### config.mk
export PLATFORM = sky130hd
export DESIGN_NAME = sier_eval_lock
export DESIGN_NICKNAME = d
export VERILOG_FILES = /design/src/rtl/sier_pkg.sv /design/src/rtl/sier_eval_lock.sv
export VERILOG_INCLUDE_DIRS = /design/src /design/src/rtl
export SDC_FILE = /design/constraint.sdc
export NUM_CORES = 1
export LEC_CHECK = 0
export ABC_AREA = 1
export BUFFER_PORTS_ARGS = -buffer_cell sky130_fd_sc_hd__buf_4
export CAP_MARGIN = 15
export CORE_ASPECT_RATIO = 1.1
export CORE_MARGIN = 4
export CORE_UTILIZATION = 40
export DETAILED_ROUTE_END_ITERATION = 8
export PLACE_DENSITY = 0.57
export SYNTH_ARGS = -nofsm -noshare
export SYNTH_HDL_FRONTEND = slang
export SYNTH_SLANG_ARGS = --single-unit
### constraint.sdc
create_clock -name SYS_CLK -period 3.9 [get_ports SYS_CLK]
set_clock_uncertainty 0.15 [all_clocks]
set_input_delay 0.195 -clock SYS_CLK [delete_from_list [all_inputs] [get_ports SYS_CLK]]
set_output_delay 0.195 -clock SYS_CLK [all_outputs]
set_load 0.1 [all_outputs]
### src/rtl/sier_map.svh
`ifndef SIER_MAP_SVH
`define SIER_MAP_SVH

// ****************************************************************
// Timing and sizes
// ****************************************************************

// Clock rate in kHz and minimum OFF hold in ms.
`define SIER_CLK_KHZ 100000
`define SIER_MIN_OFF_MS 80
// Cycles of minimum OFF hold, derived from the rate.
`define SIER_MIN_OFF_CYC (`SIER_CLK_KHZ * `SIER_MIN_OFF_MS)
// Number of safety outputs.
`define SIER_NOUT 2
// Monitoring case codes in both evaluation modes.
`define SIER_CASE_ERR 3'h0
`define SIER_CASE_1 3'h1
`define SIER_CASE_2 3'h2
`define SIER_CASE_3 3'h3
`define SIER_CASE_4 3'h4

`endif

### src/rtl/sier_pkg.sv
`default_nettype none
package sier_pkg;

  // ****************************************************************
  // Types
  // ****************************************************************

  // Two channel pair of one static control input.
  typedef struct packed {
    logic channel_one;
    logic channel_two;
  } sier_pair_t;

  // Both static control inputs as received from the network.
  typedef struct packed {
    sier_pair_t input_a;
    sier_pair_t input_b;
  } sier_ctrl_t;

  // Evaluation method of the static control inputs.
  typedef enum logic {
    SIER_COMPLEMENTARY,
    SIER_ONE_OF_N
  } sier_eval_t;

  // Restart interlock states of one safety output.
  typedef enum logic [1:0] {
    SIER_ON,
    SIER_HOLD,
    SIER_WAIT_RESET
  } sier_out_state_t;

endpackage : sier_pkg
`default_nettype wire

### src/rtl/sier_eval_lock.sv
// Notes on behaviour
// - Network switching signals select monitoring case.
// - Complementary input needs two inverse channels.
// - High/low decodes 0; low/high decodes 1.
// - Inversion checked on every input in complementary mode.
// - Equal channels force outputs OFF, flag error.
// - One-of-n: exactly one channel high.
// - Single high channel selects cases 1..4.
// - Field interruption drives output OFF.
// - OFF held at least 80 ms.
// - Per-output interlock, enabled by configuration.
// - Reset request arrives from network party.
// - Interlocked output stays OFF after field clears.
// - Interlocked output returns ON only on reset.
// - Reset ignored while field still interrupted.
// - Reset refused while any fault present.
`timescale 1ns/1ns
`default_nettype none
`include "sier_map.svh"

module sier_eval_lock
(
  // Clock and reset.
  input wire logic SYS_CLK,
  input wire logic RST,
  // Control inputs and configuration from the network side.
  input wire sier_pkg::sier_ctrl_t CTRL_IN,
  input wire sier_pkg::sier_eval_t EVAL_MODE,
  input wire logic [`SIER_NOUT-1:0] INTERLOCK_EN,
  input wire logic [`SIER_NOUT-1:0] RESET_REQ,
  // Scanner status.
  input wire logic [`SIER_NOUT-1:0] FIELD_INTERRUPTED,
  input wire logic DEVICE_FAULT,
  // Results.
  output logic [`SIER_NOUT-1:0] SAFETY_OUT,
  output logic INPUT_ERROR,
  output logic [2:0] MONITOR_CASE,
  output logic [1:0] COMPL_STATE
);

  // ****************************************************************
  // Input synchronisers
  // ****************************************************************

  // The hold length follows from the clock rate and is not a parameter.
  // A simulation that wants an output back ON must run the full minimum OFF time.
  // The counter is wider than needed, so a faster clock still fits without a change.
  localparam int unsigned HOLD_CYC = `SIER_MIN_OFF_CYC;
  localparam int NOUT = `SIER_NOUT;

  logic [3:0] ctrl_s1;
  logic [3:0] ctrl_s2;
  logic [NOUT-1:0] rst_s1;
  logic [NOUT-1:0] rst_s2;
  logic [NOUT-1:0] fld_s1;
  logic [NOUT-1:0] fld_s2;
  logic flt_s1;
  logic flt_s2;
  logic mode_s1;
  logic mode_s2;
  logic [NOUT-1:0] ilk_s1;
  logic [NOUT-1:0] ilk_s2;

  // Every network or pin level passes two flops before it is read.
  always_ff @(posedge SYS_CLK or posedge RST)
  begin
    if (RST)
    begin
      ctrl_s1 <= 4'h0;
      ctrl_s2 <= 4'h0;
      rst_s1 <= '0;
      rst_s2 <= '0;
      fld_s1 <= '1;
      fld_s2 <= '1;
      flt_s1 <= 1'h1;
      flt_s2 <= 1'h1;
      mode_s1 <= 1'h0;
      mode_s2 <= 1'h0;
      ilk_s1 <= '1;
      ilk_s2 <= '1;
    end
    else
    begin
      ctrl_s1 <= CTRL_IN;
      ctrl_s2 <= ctrl_s1;
      rst_s1 <= RESET_REQ;
      rst_s2 <= rst_s1;
      fld_s1 <= FIELD_INTERRUPTED;
      fld_s2 <= fld_s1;
      flt_s1 <= DEVICE_FAULT;
      flt_s2 <= flt_s1;
      mode_s1 <= EVAL_MODE;
      mode_s2 <= mode_s1;
      ilk_s1 <= INTERLOCK_EN;
      ilk_s2 <= ilk_s1;
    end
  end

  // ****************************************************************
  // Control input evaluation
  // ****************************************************************

  // A pair is valid only when the channels differ; value is channel two.
  function automatic logic [1:0] sier_compl(input logic one, input logic two);
    sier_compl = {one ^ two, two};
  endfunction : sier_compl

  wire sier_pkg::sier_ctrl_t ctrl = sier_pkg::sier_ctrl_t'(ctrl_s2);
  wire logic [1:0] dec_a = sier_compl(ctrl.input_a.channel_one, ctrl.input_a.channel_two);
  wire logic [1:0] dec_b = sier_compl(ctrl.input_b.channel_one, ctrl.input_b.channel_two);
  // Both pairs are checked whatever case is active, so an unused input still trips.
  wire logic compl_err = !dec_a[1] || !dec_b[1];
  wire logic [3:0] ch = {ctrl.input_a.channel_one, ctrl.input_a.channel_two,
                         ctrl.input_b.channel_one, ctrl.input_b.channel_two};
  wire logic [2:0] onen_case = (ch == 4'h8) ? `SIER_CASE_1 :
                               (ch == 4'h4) ? `SIER_CASE_2 :
                               (ch == 4'h2) ? `SIER_CASE_3 :
                               (ch == 4'h1) ? `SIER_CASE_4 : `SIER_CASE_ERR;
  wire logic onen_err = (onen_case == `SIER_CASE_ERR);
  wire logic is_onen = (mode_s2 == 1'(sier_pkg::SIER_ONE_OF_N));
  wire logic in_err = is_onen ? onen_err : compl_err;
  // Complementary mode presents the two decoded bits as a case index 1..4.
  wire logic [2:0] compl_case = 3'({1'h0, dec_a[0], dec_b[0]} + 3'h1);
  wire logic [2:0] next_case = in_err ? `SIER_CASE_ERR : (is_onen ? onen_case : compl_case);
  // A fault anywhere blocks resets and forces outputs OFF.
  wire logic any_fault = in_err || flt_s2;

  // ****************************************************************
  // Restart interlock per safety output
  // ****************************************************************

  sier_pkg::sier_out_state_t st [NOUT];
  logic [31:0] hold_cnt [NOUT];
  logic [NOUT-1:0] next_out;

  genvar g;
  generate
    for (g = 0; g < NOUT; g++)
    begin : g_out
      wire logic trip = fld_s2[g] || any_fault;
      wire logic hold_done = (hold_cnt[g] >= HOLD_CYC - 1);
      // Reset counts only with a clear field and no fault present.
      wire logic reset_ok = rst_s2[g] && !fld_s2[g] && !any_fault;
      assign next_out[g] = (st[g] == sier_pkg::SIER_ON) && !trip;

      // A new trip during the hold restarts the minimum OFF time.
      always_ff @(posedge SYS_CLK or posedge RST)
      begin
        if (RST)
        begin
          st[g] <= sier_pkg::SIER_HOLD;
          hold_cnt[g] <= 32'h0;
        end
        else
        begin
          unique case (st[g])
            sier_pkg::SIER_ON:
            begin
              hold_cnt[g] <= 32'h0;
              if (trip)
                st[g] <= sier_pkg::SIER_HOLD;
            end
            sier_pkg::SIER_HOLD:
            begin
              if (trip)
                hold_cnt[g] <= 32'h0;
              else if (!hold_done)
                hold_cnt[g] <= hold_cnt[g] + 32'h1;
              else if (ilk_s2[g])
                st[g] <= sier_pkg::SIER_WAIT_RESET;
              else
                st[g] <= sier_pkg::SIER_ON;
            end
            sier_pkg::SIER_WAIT_RESET:
            begin
              if (trip)
              begin
                st[g] <= sier_pkg::SIER_HOLD;
                hold_cnt[g] <= 32'h0;
              end
              else if (reset_ok)
                st[g] <= sier_pkg::SIER_ON;
            end
            default:
              st[g] <= sier_pkg::SIER_HOLD;
          endcase
        end
      end
    end
  endgenerate

  // ****************************************************************
  // Registered outputs
  // ****************************************************************

  // Outputs come straight from flops so no decode glitch reaches the network.
  // The trade is one more cycle of latency between a trip and the OFF level.
  // The complementary decode on COMPL_STATE is shown even in error so that the fault can be traced; MONITOR_CASE shows the error code.
  always_ff @(posedge SYS_CLK or posedge RST)
  begin
    if (RST)
    begin
      SAFETY_OUT <= '0;
      INPUT_ERROR <= 1'h0;
      MONITOR_CASE <= `SIER_CASE_ERR;
      COMPL_STATE <= 2'h0;
    end
    else
    begin
      SAFETY_OUT <= next_out;
      INPUT_ERROR <= in_err;
      MONITOR_CASE <= next_case;
      COMPL_STATE <= {dec_a[0], dec_b[0]};
    end
  end

endmodule : sier_eval_lock
`default_nettype wire

# After elaboration in Yosys (flattened, before gate mapping)
# Cells that the tools add are included.
[word_totals]
reg_bits = 100
in_bits = 14
[classes]
add_sub_neg = 3
n_lt_le_gt_ge = 2
n_eq_ne = 20
mux = 29
bitwise_logic = 2
reduce_logical = 26
[op_table]
columns = ["operator", "count"]
rows = [
  ["2-to-1 mux 32 bit", 6],
  ["one-hot mux 32 bit (3 select lines)", 2],
  ["adder 32 x 1 -> 32 bit (second input constant)", 2],
  [">= comparator 32 x 23 -> 1 bit (second input constant)", 2],
  ["2-to-1 mux 2 bit", 12],
  ["2-to-1 mux 3 bit", 6],
  ["inequality test 2 bit (second input constant)", 8],
  ["inequality test 3 bit (second input constant)", 4],
  ["one-hot mux 2 bit (3 select lines)", 2],
  ["AND reduction 4 bit", 2],
  ["zero test 1 bit", 7],
  ["logical AND 1 bit", 6],
  ["AND reduction 3 bit", 2],
  ["nonzero test 3 bit", 2],
  ["equality test 2 x 1 -> 1 bit (second input constant)", 2],
  ["equality test 2 bit (second input constant)", 2],
  ["equality test 4 x 1 -> 1 bit (second input constant)", 1],
  ["equality test 4 x 2 -> 1 bit (second input constant)", 1],
  ["equality test 4 x 3 -> 1 bit (second input constant)", 1],
  ["equality test 4 bit (second input constant)", 1],
  ["zero test 2 bit", 2],
  ["logical OR 1 bit", 4],
  ["adder 2 x 1 -> 3 bit (second input constant)", 1],
  ["zero test 3 bit", 1],
  ["2 further kinds", 3],
]

# Depth between registers and ports, before layout
[depth]
depth_word = 13
depth_mapped = 15

# Worst setup path before layout
# No wires, ideal clock.
[synth_path]
kind = "register to register"
start = "reg ctrl_s2[0] (netlist: ch[0])"
end = "reg hold_cnt[40] (netlist bit)"
setup_time_ps = 118
arrival_time_ps = 1747
t_required_ps = 3632
setup_slack_ps = 1885
path_stages_with_launch = 15
path_buffers = 2
path_cell_list = "dfrtp_1 > inv_1 > ha_1 > nand2_1 > nand2_1 > nor2_2 > a21oi_2 > nand3_1 > nand2_1 > nand2_1 > nand2_4 > buf_12 > buf_6 > nand2_1 > o21ai_2"
[synth_between]
elab_chain_len = 11
elab_cells_between_ends = 20
classes_between = "6 x eq/ne; 7 x mux; 1 x bitwise; 6 x reduce/logical"
[synth_rtl]
columns = ["item", "line", "text"]
rows = [
  ["start: declaration", "sier_eval_lock.sv:52", "logic [3:0] ctrl_s2;"],
  ["start signal: assignment", "sier_eval_lock.sv:85", "ctrl_s2 <= ctrl_s1;"],
  ["equality test 4 x 1 -> 1 bit", "sier_eval_lock.sv:118", "(ch == 4'h1) ? `SIER_CASE_4 : `SIER_CASE_ERR;"],
  ["2-to-1 mux 3 bit (no source line) (4 in series)", "n/a", ""],
  ["zero test 3 bit (no source line)", "n/a", ""],
  ["2-to-1 mux 1 bit *", "sier_eval_lock.sv:121", "wire logic in_err = is_onen ? onen_err : compl_err;"],
  ["logical OR 1 bit *", "sier_eval_lock.sv:126", "wire logic any_fault = in_err || flt_s2;"],
  ["logical OR 1 bit *", "sier_eval_lock.sv:140", "wire logic trip = fld_s2[g] || any_fault;"],
  ["inequality test 3 bit (no source line), or another cell as far along", "n/a", ""],
  ["AND reduction 3 bit (no source line) or one-hot mux 32 bit (3 select lines) (tied branches)", "n/a", ""],
  ["end signal: indexed assignment", "sier_eval_lock.sv:168", "hold_cnt[g] <= hold_cnt[g] + 32'h1;"],
  ["end: declaration", "sier_eval_lock.sv:133", "logic [31:0] hold_cnt [NOUT];"],
]
# Every way passes the cells marked *; elsewhere a longest branch is shown, timed or not.
# A chain may end at the register's enable or synchronous reset.

# Final worst setup path
[layout_path]
start = "reg ctrl_s2[0] (netlist: ch[0])"
end = "reg hold_cnt[61] (netlist bit)"
# Same word-level chain as after synthesis.

==> flow_summary.json <==
{
  "status": "completed",
  "power_w": 0.00205,
  "wl_per_cell_um": 12.0,
  "ir_worst_vdd_mv": 0.278,
  "slew_headroom_pct": 35.3,
  "dp.cells": 864,
  "syn_area_um2": 5400,
  "cp.arrival_ps": 3050,
  "core_um2": 13200,
  "syn-num-nets": 721,
  "yosysSeqAreaShare_pct": 46.6,
  "cts_resized": 0,
  "finalSetupTns_ps": 0,
  "synth.distinct_cells": 32,
  "die_area_um2": 15400,
  "gp_congestion": 0.841,
  "ioPinCount": 22,
  "power_density_nw_per_um2": 337,
  "num_rows": 44,
  "die_y_um": 130,
  "setup_viol": 0,
  "min_path_type": "flip-flop to flip-flop",
  "clock-sinks": 100,
  "fmax_mhz": 342,
  "viasPerCell": 4.76,
  "met3_usage_pct": 3.68,
  "grt_pass1_vias": 4193,
  "avgSynthCellArea_um2": 7.77,
  "htreeDepth": 3,
  "antenna_found_initial": 0,
  "crit_required_ps": 4020,
  "cts_setup_buffers": 0,
  "met1_usage_pct": 18.1,
  "drive_above_1_share_pct": 14.1,
  "use_met2_pct": 26.5,
  "yosysWarningCount": 0,
  "crit_fanout": 47,
  "syn_inst": 695,
  "end_kind": "flip-flop",
  "ys_seq_elements": 100,
  "drv_cap": 0,
  "initial_core_util_pct": 40.9,
  "cellLeakagePower_nw": 2.83,
  "drt_iter0_markers": 277,
  "min_period_ps": 2920,
  "fin_nets": 753,
  "grt.busiest_layer": "met2",
  "start_kind": "flip-flop",
  "vias": 4255,
  "wirelength_mm": 10.7,
  "grt_first_pass_wirelength_mm": 19.2,
  "slew_violations": 0,
  "grt_overflow_total": 0,
  "rsz0062_at_grt": "false",
  "io_buffers": 21,
  "hold_viol": 0,
  "fin_area_um2": 6070,
  "cts_buffers": 9,
  "stdcell_count": 893,
  "num-fill-cells": 1307,
  "clockRootBuffer": "clkbuf_16",
  "ant_nets": 0,
  "route.detailed.drc": 0,
  "placed_area_um2": 5650,
  "die_x_um": 119,
  "clockBufferDepth": 2,
  "worst_pin_slew_ps": 971,
  "dpl.hpwl_mm": 7.39,
  "critPathKind": "flip-flop to flip-flop",
  "grtUsageTotal_pct": 15.0,
  "firstDrtPassIters": 5,
  "diodes": 0,
  "clkTransAtPathRegs_ps": 70,
  "synthToLayoutAreaGrowth_pct": 12.4,
  "clkLatencyLatePin_ps": 350,
  "cts_tree": "yes",
  "grt_max_degree": 80,
  "min_period_over_period_pct": 75.0
}
==> final cells by class <==
cell class | count | area [µm²] | area share, %
Inverter | 89 | 337 | 5.54
Tap cell | 161 | 201 | 3.32
Multi-Input combinational cell | 490 | 2410 | 39.7
Clock buffer | 9 | 225 | 3.71
Timing Repair Buffer | 37 | 310 | 5.11
Sequential cell | 100 | 2520 | 41.5
Clock inverter | 7 | 67.6 | 1.11
==> layer usage <==
metal	up-vias	wire length, µm
met5	-	0
met4	0	82
met3	4	283
met2	44	5300
met1	1974	5010
li1	2233	-
==> kinds of logic after synthesis <==
kind of cell,after synthesis,share of synthesized area [%]
xor+xnor,18,2.92
flops,100,46.6
fa+ha+maj,12,2.78
compound gates,50,6.23
buf+inv,105,8.73
simple gates,410,32.7
==> registers in the layout, indices dropped and copies added (netlist names) <==
register	flops
fld_s1	2
flt_s2	1
SAFETY_OUT	2
COMPL_STATE	2
flt_s1	1
ilk_s2	2
rst_s2	2
rst_s1	2
ilk_s1	2
hold_cnt	64
INPUT_ERROR	1
ctrl_s1	4
ch	4
MONITOR_CASE	3
mode_s1	1
st	4
is_onen	1
fld_s2	2
==> power breakdown <==
group / internal, W / switching, W
Sequential: 0.00106 / 0.00000728
Clock: 0.000452 / 0.000416
Combinational: 0.0000327 / 0.0000793
Total: 0.00154 / 0.000503
==> through the flow <==
step	utilization [%]	hold slack [ps]	worst slack, ps
floorplan	-	49.5	956
global placement	42.7	153	1160
detailed placement	42.7	155	977
CTS	45.9	203	951
global route	45.9	206	674
finish	45.9	199	975
==> timing repair <==
item,4_1_cts,5_1_grt
hold endpoints to repair,85,0
endpoints found under the setup margin,0,0
hold buffers,13,0
==> cells in the final DEF, fill, tap and decap left out, drive strengths merged <==
| cell | instances |
|---|---|
| xnor2 | 3 |
| ha | 12 |
| dfstp | 12 |
| a31oi | 1 |
| clkinvlp | 1 |
| clkbuf | 9 |
| dfrtp | 88 |
| inv | 93 |
| buf | 24 |
| nand3b | 5 |
| a211oi | 1 |
| dlygate4sd3 | 13 |
| a21oi | 13 |
| xor2 | 15 |
| nand2 | 214 |
| nand4 | 9 |
| a32oi | 1 |
| o21ai | 34 |
| clkinv | 2 |
| nand3 | 63 |
| or2 | 3 |
| nor2 | 101 |
| nor3 | 15 |
==> worst max-delay path, stage by stage, from the launching register on <==
cell,delay (ps)
dfrtp_1,430
inv_1,90
ha_1,220
nand2_1,80
nand3_1,130
a21oi_2,210
nand3_1,210
nor2_2,130
buf_4,260
nand2_2,110
nand2_4,480
inv_2,180
nor2_1,140
==> final timing paths <==
check                               start            to  slack, ps  cells after the start
worst max-delay path                ch[0]  hold_cnt[61]        980                     12
worst min-delay path            rst_s1[0]     rst_s2[0]        200                      0
worst max register to register      ch[0]  hold_cnt[61]        980                     12
worst min register to register  rst_s1[0]     rst_s2[0]        200                      0
max in group asynchronous             RST        flt_s1       2190                      4
min in group asynchronous             RST  hold_cnt[44]        450                      3
==> synth_stat cells <==
library cell / n / area (µm²)
nand2_1: 198 / 743
nand3_1: 62 / 310
inv_2: 3 / 11.3
nor2_1: 97 / 364
dfstp_2: 12 / 315
a21oi_1: 12 / 60.1
a32oi_1: 1 / 8.76
buf_12: 2 / 40.0
o21ai_1: 1 / 5.00
a21oi_2: 1 / 8.76
nand4_1: 9 / 56.3
a211oi_1: 1 / 7.51
buf_2: 9 / 45.0
buf_6: 4 / 45.0
xnor2_1: 3 / 26.3
ha_1: 12 / 150
or2_2: 3 / 18.8
inv_1: 85 / 319
xor2_1: 15 / 131
nand2_2: 14 / 87.6
o21ai_0: 13 / 65.1
clkinv_1: 1 / 3.75
nand2_4: 2 / 22.5
nor3_1: 13 / 65.1
o21ai_2: 20 / 175
clkbuf_4: 1 / 7.51
dfrtp_1: 88 / 2200
nand3b_1: 5 / 37.5
nand3_4: 1 / 17.5
nor2_2: 4 / 25.0
nor3_2: 2 / 20.0
a31oi_1: 1 / 6.26
(Power assumes the default switching activity.)
